[config.mk]
export PLATFORM = sky130hd
export DESIGN_NAME = flash_cfg_reader
export DESIGN_NICKNAME = d
export VERILOG_FILES = /design/src/flash_cfg_pkg.sv /design/src/word_fifo.sv /design/src/flash_cfg_reader.sv
export SDC_FILE = /design/constraint.sdc
export NUM_CORES = 1
export LEC_CHECK = 0
export BUFFER_PORTS_ARGS = -buffer_cell sky130_fd_sc_hd__buf_4
export CORE_MARGIN = 4
export CORE_UTILIZATION = 40
export CTS_CLUSTER_SIZE = 30
export DETAILED_ROUTE_END_ITERATION = 12
export SYNTH_ARGS = -nofsm -noshare
export SYNTH_HDL_FRONTEND = slang
export SYNTH_SLANG_ARGS = --single-unit
export TNS_END_PERCENT = 20
[constraint.sdc]
create_clock -name clk -period 6.4 [get_ports clk]
set_clock_uncertainty 0.1 [all_clocks]
set_input_delay 0.32 -clock clk [delete_from_list [all_inputs] [get_ports clk]]
set_output_delay 0.32 -clock clk [all_outputs]
set_load 0.05 [all_outputs]
[src/flash_cfg_pkg.sv]
// Behaviour
// Parallel flash mode fetches the bitstream with plain asynchronous reads by default.
// Reads start at a start address, zero after reset, reloadable for image select.
// Flash bus width, eight or sixteen bits, is detected automatically.
// With an eight-bit flash only the low data byte is captured.
// Mode pins are sampled when the init status line rises, then mode chosen.
// In parallel flash mode write enable high, output enable and chip select low.
// Address changes after a clock edge; data is sampled on the next edge.
// Address counter starts at the start address and steps by one per word.
// Counter at maximum before done sets wraparound error and starts fallback.
// Page reads give the first page word a long access, later words short.
// Every page word except the first is read in a single clock cycle; the code holds the address longer while space_ok is low.
// Words per page come from a page-size setting loaded from the bitstream.
// First word of a page gets the loaded first-read cycle count.
// Page timing follows loaded control values, not a fixed schedule.
// After reset page size one, first access one cycle, slowest clock.
// New page timing written to the option register applies at the next page boundary.
// A bitstream command switches the configuration clock to the user frequency.
// Address-valid strobe and flash clock are not used for asynchronous reads.
// Two revision-select outputs are offered for multi-image configuration.
// A chain select output drives the next device in a daisy chain.
// In eight-bit mode the lowest address bit selects the byte.
// Page size accepts only one, four or eight words.
// In basic mode each address stands exactly one clock cycle; the code holds it longer while space_ok is low (word FIFO near full).
package flash_cfg_pkg;
    // ==========================================================
    // Widths and limits
    localparam int          ADDR_W       = 29;
    localparam int          DATA_W       = 16;
    localparam int          FIFO_DEPTH   = 8;
    localparam int          FIFO_SLACK   = 3;
    localparam logic [28:0] ADDR_MAX     = 29'h1FFFFFF;
    localparam logic [28:0] START_RST    = 29'h0000000;
    localparam logic [2:0]  MODE_PAR     = 3'h2;
    localparam logic [7:0]  X8_UPPER     = 8'hFF;
    localparam logic [1:0]  REV_RST      = 2'h0;

    // ==========================================================
    // Page-read option field encodings and reset values
    localparam logic [1:0]  PAGE_ENC_1   = 2'h0;
    localparam logic [1:0]  PAGE_ENC_4   = 2'h1;
    localparam logic [1:0]  PAGE_ENC_8   = 2'h2;
    localparam logic [1:0]  PAGE_ENC_BAD = 2'h3;
    localparam logic [1:0]  PAGE_RST     = PAGE_ENC_1;
    localparam logic [3:0]  FIRST_RST    = 4'h1;

    // ==========================================================
    // Carriers
    typedef struct packed {
        logic [1:0] page_enc;
        logic [3:0] first_cycles;
    } page_cfg_t;

    typedef struct packed {
        logic [15:0] data;
        logic        byte_mode;
    } flash_word_t;

    typedef enum logic [3:0] {
        ST_IDLE  = 4'h1,
        ST_READ  = 4'h2,
        ST_DONE  = 4'h4,
        ST_ERROR = 4'h8
    } load_state_t;
endpackage

[src/word_fifo.sv]
`timescale 1ns/1ns
// ==========================================================
// Small synchronous FIFO with valid/ready on both sides
module word_fifo #(
    parameter int WIDTH = 17,
    parameter int DEPTH = 8
) (
    input  wire logic                     clk,
    input  wire logic                     srst,
    input  wire logic [WIDTH-1:0]         in_data,
    input  wire logic                     in_valid,
    output logic                          in_ready,
    output logic [WIDTH-1:0]              out_data,
    output logic                          out_valid,
    input  wire logic                     out_ready,
    output logic [$clog2(DEPTH+1)-1:0]    count
);
    localparam int AW = $clog2(DEPTH);
    logic [WIDTH-1:0]         mem_ff [DEPTH];
    logic [AW-1:0]            wr_ff;
    logic [AW-1:0]            rd_ff;
    logic [$clog2(DEPTH+1)-1:0] cnt_ff;
    logic                     push;
    logic                     pop;

    // Honest flags straight from the occupancy count
    assign in_ready  = (cnt_ff != DEPTH[$clog2(DEPTH+1)-1:0]);
    assign out_valid = (cnt_ff != '0);
    assign push      = in_valid & in_ready;
    assign pop       = out_valid & out_ready;
    assign out_data  = mem_ff[rd_ff];
    assign count     = cnt_ff;

    // Storage needs no reset
    always_ff @(posedge clk) begin
        if (push) begin
            mem_ff[wr_ff] <= in_data;
        end
    end

    // Pointers wrap because depth is a power of two
    always_ff @(posedge clk) begin
        if (srst) begin
            wr_ff  <= '0;
            rd_ff  <= '0;
            cnt_ff <= '0;
        end else begin
            if (push) begin
                wr_ff <= wr_ff + 1'b1;
            end
            if (pop) begin
                rd_ff <= rd_ff + 1'b1;
            end
            if (push && !pop) begin
                cnt_ff <= cnt_ff + 1'b1;
            end else if (pop && !push) begin
                cnt_ff <= cnt_ff - 1'b1;
            end
        end
    end
endmodule

[src/flash_cfg_reader.sv]
`timescale 1ns/1ns
// ==========================================================
// Parallel NOR asynchronous configuration reader
module flash_cfg_reader (
    input  wire logic                        clk,
    input  wire logic                        srst,
    input  wire logic                        init_status,
    input  wire logic [2:0]                  mode_select,
    input  wire logic                        config_done,
    input  wire logic [15:0]                 flash_data,
    output logic [flash_cfg_pkg::ADDR_W-1:0] flash_addr,
    output logic                             flash_write_en_n,
    output logic                             flash_output_en_n,
    output logic                             flash_chip_sel_n,
    input  wire logic                        start_addr_load,
    input  wire logic [flash_cfg_pkg::ADDR_W-1:0] start_addr,
    input  wire logic                        config_option_reg_wr,
    input  wire flash_cfg_pkg::page_cfg_t    config_option_reg,
    input  wire logic                        clk_switch_cmd,
    output logic                             user_clk_sel,
    input  wire logic [1:0]                  revision_select_in,
    output logic [1:0]                       revision_select,
    output logic                             chain_select_out_n,
    output logic                             wrap_error,
    output logic                             fallback_start,
    output logic                             bus_x8,
    output flash_cfg_pkg::flash_word_t       word_data,
    output logic                             word_valid,
    input  wire logic                        word_ready
);
    import flash_cfg_pkg::*;

    load_state_t        state_ff;
    logic               init_meta_ff, init_sync_ff, init_prev_ff;
    logic [2:0]         mode_meta_ff, mode_sync_ff;
    logic               done_meta_ff, done_sync_ff;
    logic [15:0]        data_meta_ff, data_sync_ff;
    logic [ADDR_W-1:0]  addr_ff;
    logic [ADDR_W-1:0]  start_ff;
    logic [3:0]         hold_ff;
    logic [2:0]         page_idx_ff;
    page_cfg_t          active_ff;
    page_cfg_t          pending_ff;
    logic [1:0]         tag_ff;
    logic               first_word_ff;
    logic               x8_ff;
    logic               wrap_ff;
    logic               fallback_ff;
    logic               user_clk_ff;
    logic [1:0]         rev_ff;
    logic               chain_ff;
    logic               init_rise;
    logic               space_ok;
    logic               advance;
    logic               at_max;
    logic               boundary;
    logic [2:0]         nxt_page_idx;
    logic [3:0]         nxt_hold;
    logic               fifo_ready;
    logic [$clog2(FIFO_DEPTH+1)-1:0] fifo_count;
    flash_word_t        push_word;

    // Words per page for an encoding; illegal codes never reach here
    function automatic logic [3:0] page_words(input logic [1:0] enc);
        unique case (enc)
            PAGE_ENC_4: page_words = 4'h4;
            PAGE_ENC_8: page_words = 4'h8;
            default:    page_words = 4'h1;
        endcase
    endfunction

    // A zero first-read count would wrap the hold counter to sixteen cycles, so treat it as one
    function automatic logic [3:0] first_len(input logic [3:0] c);
        first_len = (c == 4'h0) ? 4'h1 : c;
    endfunction

    // ==========================================================
    // Pin synchronisers; first stage is read only by the second
    always_ff @(posedge clk) begin
        init_meta_ff <= init_status;
        init_sync_ff <= init_meta_ff;
        mode_meta_ff <= mode_select;
        mode_sync_ff <= mode_meta_ff;
        done_meta_ff <= config_done;
        done_sync_ff <= done_meta_ff;
        data_meta_ff <= flash_data;   // Sampling edge for the presented address
        data_sync_ff <= data_meta_ff;
    end

    // Edge history for the init release
    always_ff @(posedge clk) begin
        if (srst) begin
            init_prev_ff <= 1'b0;
        end else begin
            init_prev_ff <= init_sync_ff;
        end
    end

    assign init_rise = init_sync_ff & ~init_prev_ff;
    // Keep room for words already in flight in the sync pipeline
    assign space_ok  = (fifo_count <= FIFO_DEPTH[$clog2(FIFO_DEPTH+1)-1:0]
                        - FIFO_SLACK[$clog2(FIFO_DEPTH+1)-1:0]);
    assign advance   = (state_ff == ST_READ) && !done_sync_ff
                       && (hold_ff == 4'h1) && space_ok;
    assign at_max    = (addr_ff == ADDR_MAX);
    assign nxt_page_idx = ((4'(page_idx_ff) + 4'h1) >= page_words(active_ff.page_enc))
                          ? 3'h0 : page_idx_ff + 3'h1;
    assign boundary  = (nxt_page_idx == 3'h0);
    assign nxt_hold  = boundary ? first_len(pending_ff.first_cycles) : 4'h1;

    // ==========================================================
    // Load sequencer
    always_ff @(posedge clk) begin
        if (srst) begin
            state_ff <= ST_IDLE;
        end else begin
            unique case (state_ff)
                ST_IDLE: begin
                    if (init_rise && mode_sync_ff == MODE_PAR) begin
                        state_ff <= ST_READ;
                    end
                end
                ST_READ: begin
                    if (done_sync_ff) begin
                        state_ff <= ST_DONE;
                    end else if (advance && at_max) begin
                        state_ff <= ST_ERROR;
                    end
                end
                ST_DONE:  state_ff <= ST_DONE;
                ST_ERROR: state_ff <= ST_ERROR;
            endcase
        end
    end

    // Start address, reloadable by the image selector
    always_ff @(posedge clk) begin
        if (srst) begin
            start_ff <= START_RST;
        end else if (start_addr_load) begin
            start_ff <= start_addr;
        end
    end

    // ==========================================================
    // Address counter and per-word access time
    always_ff @(posedge clk) begin
        if (srst) begin
            addr_ff     <= START_RST;
            hold_ff     <= FIRST_RST;
            page_idx_ff <= 3'h0;
            active_ff   <= '{page_enc: PAGE_RST, first_cycles: FIRST_RST};
        end else if (state_ff == ST_IDLE) begin
            addr_ff     <= start_ff;
            page_idx_ff <= 3'h0;
            hold_ff     <= first_len(active_ff.first_cycles);
        end else if (state_ff == ST_READ) begin
            if (advance && !at_max) begin
                addr_ff     <= addr_ff + 29'h1;
                page_idx_ff <= nxt_page_idx;
                hold_ff     <= nxt_hold;
                if (boundary) begin
                    active_ff <= pending_ff;
                end
            end else if (hold_ff != 4'h1) begin
                hold_ff <= hold_ff - 4'h1;
            end
        end
    end

    // Option register copy; illegal page sizes are dropped whole
    always_ff @(posedge clk) begin
        if (srst) begin
            pending_ff <= '{page_enc: PAGE_RST, first_cycles: FIRST_RST};
        end else if (config_option_reg_wr
                     && config_option_reg.page_enc != PAGE_ENC_BAD) begin
            pending_ff <= config_option_reg;
        end
    end

    // ==========================================================
    // Capture pipeline: tag follows data through the two sync stages
    always_ff @(posedge clk) begin
        if (srst) begin
            tag_ff <= 2'h0;
        end else begin
            tag_ff <= {tag_ff[0], advance};
        end
    end

    // Width detection from the first word; pulled-up upper lanes mean x8
    always_ff @(posedge clk) begin
        if (srst) begin
            first_word_ff <= 1'b1;
            x8_ff         <= 1'b0;
        end else if (tag_ff[1] && first_word_ff) begin
            first_word_ff <= 1'b0;
            x8_ff         <= (data_sync_ff[15:8] == X8_UPPER);
        end
    end

    always_comb begin
        push_word.byte_mode = first_word_ff ? (data_sync_ff[15:8] == X8_UPPER) : x8_ff;
        push_word.data      = push_word.byte_mode ? {8'h00, data_sync_ff[7:0]}
                                                  : data_sync_ff;
    end

    word_fifo #(
        .WIDTH ($bits(flash_word_t)),
        .DEPTH (FIFO_DEPTH)
    ) u_fifo (
        .clk       (clk),
        .srst      (srst),
        .in_data   (push_word),
        .in_valid  (tag_ff[1]),
        .in_ready  (fifo_ready),
        .out_data  (word_data),
        .out_valid (word_valid),
        .out_ready (word_ready),
        .count     (fifo_count)
    );

    // ==========================================================
    // Status, clock select, revision and chain outputs
    always_ff @(posedge clk) begin
        if (srst) begin
            wrap_ff     <= 1'b0;
            fallback_ff <= 1'b0;
        end else begin
            fallback_ff <= advance && at_max;
            if (advance && at_max) begin
                wrap_ff <= 1'b1;
            end
        end
    end

    always_ff @(posedge clk) begin
        if (srst) begin
            user_clk_ff <= 1'b0;
        end else if (clk_switch_cmd) begin
            user_clk_ff <= 1'b1;
        end
    end

    always_ff @(posedge clk) begin
        if (srst) begin
            rev_ff   <= REV_RST;
            chain_ff <= 1'b1;
        end else begin
            rev_ff   <= revision_select_in;
            chain_ff <= (state_ff != ST_DONE);
        end
    end

    // Flash strobes; no address-valid strobe or flash clock is needed
    assign flash_write_en_n   = 1'b1;
    assign flash_output_en_n  = (state_ff != ST_READ);
    assign flash_chip_sel_n   = (state_ff != ST_READ);
    assign flash_addr         = addr_ff;
    assign user_clk_sel       = user_clk_ff;
    assign revision_select    = rev_ff;
    assign chain_select_out_n = chain_ff;
    assign wrap_error         = wrap_ff;
    assign fallback_start     = fallback_ff;
    assign bus_x8             = x8_ff;

    // ==========================================================
    // Checks
    chk_ctrl_read: assert property (@(posedge clk) disable iff (srst)
        state_ff == ST_READ |-> flash_write_en_n && !flash_output_en_n && !flash_chip_sel_n)
        else $error("flash strobes wrong while reading");
    chk_mode_gate: assert property (@(posedge clk) disable iff (srst)
        state_ff == ST_IDLE && init_rise && mode_sync_ff != MODE_PAR |=> state_ff == ST_IDLE)
        else $error("read began without parallel mode");
    chk_start_addr: assert property (@(posedge clk) disable iff (srst)
        state_ff == ST_IDLE && init_rise && mode_sync_ff == MODE_PAR
        |=> addr_ff == $past(start_ff))
        else $error("read did not begin at start address");
    chk_addr_step: assert property (@(posedge clk) disable iff (srst)
        advance && !at_max |=> addr_ff == $past(addr_ff) + 29'h1)
        else $error("address did not step by one");
    chk_wrap_flag: assert property (@(posedge clk) disable iff (srst)
        advance && at_max |=> wrap_error && fallback_start ##1 !fallback_start)
        else $error("wraparound not flagged");
    chk_page_inner: assert property (@(posedge clk) disable iff (srst)
        advance && !at_max && !boundary |=> hold_ff == 4'h1)
        else $error("inner page word not single cycle");
    chk_page_first: assert property (@(posedge clk) disable iff (srst)
        advance && !at_max && boundary |=> hold_ff == first_len($past(pending_ff.first_cycles)))
        else $error("first page word has wrong length");
    chk_reset_dflt: assert property (@(posedge clk)
        srst |=> active_ff.page_enc == PAGE_RST
                 && active_ff.first_cycles == FIRST_RST && !user_clk_sel)
        else $error("reset defaults wrong");
    chk_byte_lane: assert property (@(posedge clk) disable iff (srst)
        tag_ff[1] && push_word.byte_mode |-> push_word.data[15:8] == 8'h00)
        else $error("upper lane used in byte mode");
    chk_capture_lag: assert property (@(posedge clk) disable iff (srst)
        advance |-> ##2 tag_ff[1])
        else $error("capture not two edges after sample");
    chk_size_legal: assert property (@(posedge clk) disable iff (srst)
        config_option_reg_wr && config_option_reg.page_enc == PAGE_ENC_BAD
        |=> pending_ff == $past(pending_ff))
        else $error("illegal page size accepted");
    chk_clk_switch: assert property (@(posedge clk) disable iff (srst)
        clk_switch_cmd |=> user_clk_sel [*2])
        else $error("clock switch not taken");

    cov_read: cover property (@(posedge clk) disable iff (srst)
        state_ff == ST_IDLE ##1 state_ff == ST_READ);
    cov_wrap: cover property (@(posedge clk) disable iff (srst) state_ff == ST_ERROR);
    cov_x8: cover property (@(posedge clk) disable iff (srst) $rose(x8_ff));
    cov_page4: cover property (@(posedge clk) disable iff (srst)
        advance && boundary && pending_ff.page_enc == PAGE_ENC_4);
endmodule

# Word level (Yosys, flattened, before mapping)
# Memories as Yosys holds them, arrays and structs flattened. A register that Yosys moved wholly into a read port is not among the register bits.
# Cells that the tools add are included.
[word_totals]
inputBits = 64
ramBits = 136
register_bits = 144
n_memories = 1
[mem_list]
columns = ["memory", "depth", "width", "read_ports", "rd_ports_with_merged_regs", "wr", "line_no", "text"]
rows = [
  ["u_fifo.mem_ff", 8, 17, 1, 1, 1, "word_fifo.sv:19", "logic [WIDTH-1:0] mem_ff [DEPTH];"],
]
[op_classes]
add_sub_neg = 8
mux = 24
n_lt_le_gt_ge = 2
eq_ne = 17
n_bitwise = 5
reduce_logical = 28
[ops]
columns = ["cell", "count"]
rows = [
  ["2-to-1 mux 29 bit", 3],
  ["2-to-1 mux 4 bit", 12],
  ["adder 29 x 1 -> 29 bit (second input constant)", 1],
  ["equality test 29 x 25 -> 1 bit (second input constant)", 1],
  ["2-to-1 mux 16 bit", 1],
  ["case mux 4 bit (4 select lines)", 1],
  ["logical AND 1 bit", 10],
  ["adder 3 x 1 -> 3 bit (second input constant)", 3],
  ["2-to-1 mux 3 bit", 3],
  ["equality test 4 x 1 -> 1 bit (second input constant)", 2],
  ["equality test 8 bit (second input constant)", 1],
  ["zero test 4 bit", 2],
  ["case mux 4 bit (2 select lines)", 1],
  ["AND reduction 2 bit", 4],
  ["subtractor 4 x 1 -> 4 bit (second input constant)", 2],
  ["nonzero test 2 bit", 3],
  ["adder 3 x 1 -> 4 bit (second input constant)", 1],
  ["adder 4 x 1 -> 4 bit (second input constant)", 1],
  ["equality test 4 x 2 -> 1 bit (second input constant)", 1],
  ["equality test 4 x 3 -> 1 bit (second input constant)", 1],
  ["equality test 4 bit (second input constant)", 1],
  [">= comparator 4 bit", 1],
  ["less-or-equal comparator 4 x 3 -> 1 bit (second input constant)", 1],
  ["zero test 1 bit", 4],
  ["other kinds (17)", 23],
]

# Longest topological paths before layout
[depth]
word_depth = 9
depth_mapped = 12

# By module
# From an unflattened synthesis, not the netlist that was laid out.
[hier_totals]
cells_unflattened = 835
hier_area_um2 = 11214.5
[by_module_without_submodules]
columns = ["mod", "cells_each", "n_inst", "seq_area_each_um2", "area_per_inst_um2"]
rows = [
  ["word_fifo", 270, 1, 4344.2, 5851.9],
  ["flash_cfg_reader", 565, 1, 2682.6, 5362.6],
]

# Worst setup path before layout
# OpenSTA, ideal clock, no wires.
[synth_path]
kind = "register to register"
startpoint = "register u_fifo.cnt_ff[0] (netlist: u_fifo.count[0])"
endpoint = "memory u_fifo.mem_ff[2][0] (enable)"
period_less_slack_ps = 3073
slack_ps = 3327
t_arrival_ps = 2532
stages_incl_launch_ff = 5
path_buffers = 0
cell_sequence = "dfxtp_1 nor3_1 nand2_1 nand2_1 nor4b_1"
[synth_between]
elab_chain_cells = 4
[synth_rtl]
columns = ["element", "line_no", "text"]
rows = [
  ["start: declaration", "word_fifo.sv:22", "logic [$clog2(DEPTH+1)-1:0] cnt_ff;"],
  ["start signal: assignment", "word_fifo.sv:55", "cnt_ff <= cnt_ff + 1'b1;"],
  ["start signal: assignment", "word_fifo.sv:57", "cnt_ff <= cnt_ff - 1'b1;"],
  ["!= test 4 bit", "word_fifo.sv:27", "assign in_ready = (cnt_ff != DEPTH[$clog2(DEPTH+1)-1:0]);"],
  ["bitwise AND 1 bit", "word_fifo.sv:29", "assign push = in_valid & in_ready;"],
  ["2-to-1 mux 1 bit", "word_fifo.sv:36", "if (push) begin"],
  ["2-to-1 mux 1 bit (implied by the code)", "word_fifo.sv:37", "mem_ff[wr_ff] <= in_data;"],
  ["end: declaration", "word_fifo.sv:19", ""],
]
# Every way passes these cells.

# Final worst setup path
[layout_path]
startpoint = "register hold_ff[1]"
endpoint = "register hold_ff[3]"
[layout_between]
elab_chain_cells = 7
[layout_rtl]
columns = ["element", "line_no", "text"]
rows = [
  ["start: declaration", "flash_cfg_reader.sv:40", "logic [3:0] hold_ff;"],
  ["start signal: assignment", "flash_cfg_reader.sv:156", "hold_ff <= first_len(active_ff.first_cycles);"],
  ["start signal: assignment", "flash_cfg_reader.sv:161", "hold_ff <= nxt_hold;"],
  ["start signal: assignment", "flash_cfg_reader.sv:166", "hold_ff <= hold_ff - 4'h1;"],
  ["branches (longest 7 deep; another with subtractor 4 x 1 -> 4 bit)", "--", ""],
]
# Parallel ways; which one is timed is not known. The select of a mux whose other input is x is not followed.
# A chain may end at the register's enable or synchronous reset.

==> results.json <==
{
  "grt_pass1_vias": 7601,
  "cts_tree": "yes",
  "io_pins": 121,
  "period_minus_slack_ns": 3.364,
  "gp_congestion": 0.8202,
  "hold-path-cell-count": 3,
  "clk_pin_slew_ns": 0.06,
  "maxCapViolations": 0,
  "pre_cts_slack_ns": 3.075,
  "synth_edf_count": 136,
  "gr-total-overflow": 0,
  "min_path_type": "input pin to register",
  "ys_async_sr_fraction_pct": 0,
  "final_nets": 1110,
  "fin_setup_tns_ns": 0,
  "arrival_ns": 3.70,
  "hp-start": "config_option_reg_wr",
  "synth_area_mm2": 0.01112,
  "critPathLaunchType": "register",
  "outcome": "finished clean",
  "start_util_pct": 40.91,
  "dieArea_mm2": 0.03053,
  "die_w_um": 174.7,
  "rr_startpoint": "hold_ff[1]",
  "rr_worst_depth": 8,
  "required_ns": 6.74,
  "clkLatencyLatePin_ns": 0.54,
  "vias": 7432,
  "coreArea_mm2": 0.02718,
  "post_drt_wl_per_cell_um": 17.58,
  "end_kind": "register",
  "drc": 0,
  "netlist_instances": 851,
  "wirelength_mm": 25.07,
  "vias_per_cell": 5.212,
  "synth_seq_area_share_pct": 63.20,
  "fin_ws_ns": 3.036,
  "fin_crit_sh_pct": 52.56,
  "drt_iter0_drc": 494,
  "cts_inserted_buffers": 29,
  "yosysMostFrequentCell": "dfxtp_1",
  "netlist_top_cells_count": "147 x dfxtp_1, 136 x edfxtp_1, 76 x nor2_1",
  "dp_hpwl_mm": 15.44,
  "grt_max_degree": 103,
  "ys_ff_latch": 283,
  "drive_above_1_share_pct": 23.81,
  "grtUsageTotal_pct": 16.25,
  "areaGrowthSynthToFinish_pct": 26.57,
  "antenna_found_initial": 0,
  "detail-route-antenna-nets": 0,
  "syn-mean-instance-area_um2": 13.06,
  "firstDrtPassIters": 5,
  "cts_resized": 0,
  "static-leakage-power_nw": 5.023,
  "powerDensity_mw_per_mm2": 341.3,
  "cts_root_buf": "clkbuf_16",
  "finalHoldViolCount": 0,
  "netlist.area_leader.share_pct": 36.73,
  "crit_fanout": 16,
  "synth_largest_area_cell": "edfxtp_1",
  "path_class": "register to register",
  "drv_slew": 0,
  "hold_end": "pending_ff[5]",
  "peakVddDrop_uv": 199.8,
  "port_buffers": 119,
  "setup_violations": 0,
  "rsz0062_at_grt": "no",
  "worstMarginPinSlew_ns": 1.105,
  "r2r-end": "hold_ff[3]",
  "antenna_cells": 0,
  "rows": 60,
  "synthTopCellsByArea": "edfxtp_1 37%, dfxtp_1 26%, mux4_2 6.9%",
  "synth_nets": 930,
  "synth_flop_cell": "dfxtp_1",
  "dieHeight_um": 174.7,
  "grt_pass1_wl_mm": 40.67,
  "htree_levels": 1,
  "r2r_setup_slack_ns": 3.04,
  "clockBufferDepth": 3,
  "slew_headroom_pct": 26.32,
  "synth_cell_types": 66,
  "cts_sinks": 283,
  "synth_warnings": 0,
  "timing.fmax_ghz": 0.2973
}
## metal layers
layer	vias up	wire, um	GRT usage, %
met1	3637	10870	21.64
li1	3591	-	-
met5	-	0	0
met4	0	552	4.092
met3	40	1414	3.721
met2	164	12230	27.09
## report_power, final
group,switching [mW],internal [mW],leakage (nW)
clock,0.683,1.04,0.480
combinational,0.590,0.433,2.11
sequential,0.0825,1.98,2.43
## worst max-delay path, cell delays in order (launching register included)
cell and delay, ns:
dfxtp_1 0.32, inv_1 0.08, ha_1 0.14, or3b_2 0.50
or4b_4 0.58, a31oi_2 0.76, buf_4 0.36, nand3_1 0.12
a311oi_1 0.29
## final cells by class
cell class / instances / area, um^2
clock buffers: 41 / 842.1
clock inverters: 13 / 156.4
fillers: 2348 / 13100
inverters: 20 / 75.07
multi-input cells: 501 / 3879
flip-flops and latches: 283 / 7028
well taps: 372 / 465.4
repair buffers: 196 / 1627
## cell families after synthesis
logic type / count (synthesis) / share of synthesized area, %
DFF: 283 / 63.20
and+or+nand+nor: 270 / 12.67
AOI/OAI and AO/OA: 120 / 7.304
muxes: 84 / 11.58
buffers and inverters: 67 / 2.588
adders and majority gates: 15 / 1.756
xor gates and xnor gates: 11 / 0.8665
other: 1 / 0.03373
## repair_timing
action,4_1_cts,5_1_grt
hold buffers,62,0
buffers inserted,0,0
hold endpoints to repair,61,0
## worst max path at each step
stage / cells after the start / start / to
after floorplan: 4 / u_fifo.count[0] / u_fifo.mem_ff[2][0]
after global placement: 8 / hold_ff[1] / hold_ff[0]
after detailed placement: 8 / hold_ff[1] / hold_ff[3]
after CTS: 8 / hold_ff[1] / hold_ff[3]
after global routing: 8 / hold_ff[1] / hold_ff[3]
final: 8 / hold_ff[1] / hold_ff[3]
## layout by cell type (no fill, tap or decap), types with 6 or more instances in the layout
cell	instances
or3_1	6
ha_1	14
a21oi_1	33
nor2_1	76
xor2_1	7
nand2b_1	7
or4_1	15
a311oi_1	10
clkbuf_1	6
o311ai_0	6
mux4_2	34
nor2b_1	9
nor4_1	8
a31oi_1	16
nor3_1	15
inv_1	19
and3_1	6
and4_1	8
buf_4	134
nand3_1	30
mux2_2	17
dlygate4sd3_1	62
o21ai_0	15
nand4_1	9
nand2_1	50
mux2i_1	33
edfxtp_1	136
and2_1	10
dfxtp_1	146
clkbuf_16	30
## flip-flops by register name, summed over array words and instances, names as in the netlist, 2 cells and up, named ones only
register         flops
active_ff            6
data_meta_ff        16
data_sync_ff        16
flash_addr          29
hold_ff              4
mode_meta_ff         3
mode_sync_ff         3
page_idx_ff          3
pending_ff           6
revision_select      2
start_ff            29
state_ff             4
tag_ff               2
u_fifo.count         4
u_fifo.mem_ff      136
u_fifo.rd_ff         3
u_fifo.wr_ff         3
## through the flow
step	power (mW)	area [um^2]	hold slack (ns)	cells	utilization (%)
finish	4.803	14070	0.03466	1426	51.78
global route	5.036	14070	0.04517	1426	51.78
CTS	4.869	14070	0.01613	1426	51.78
detailed placement	3.102	12450	0.2121	1310	45.82
global placement	3.096	12450	0.2106	1310	45.82
floorplan	2.835	11120	0.2096	851	-
No activity file was read; power rests on OpenSTA's default activity.
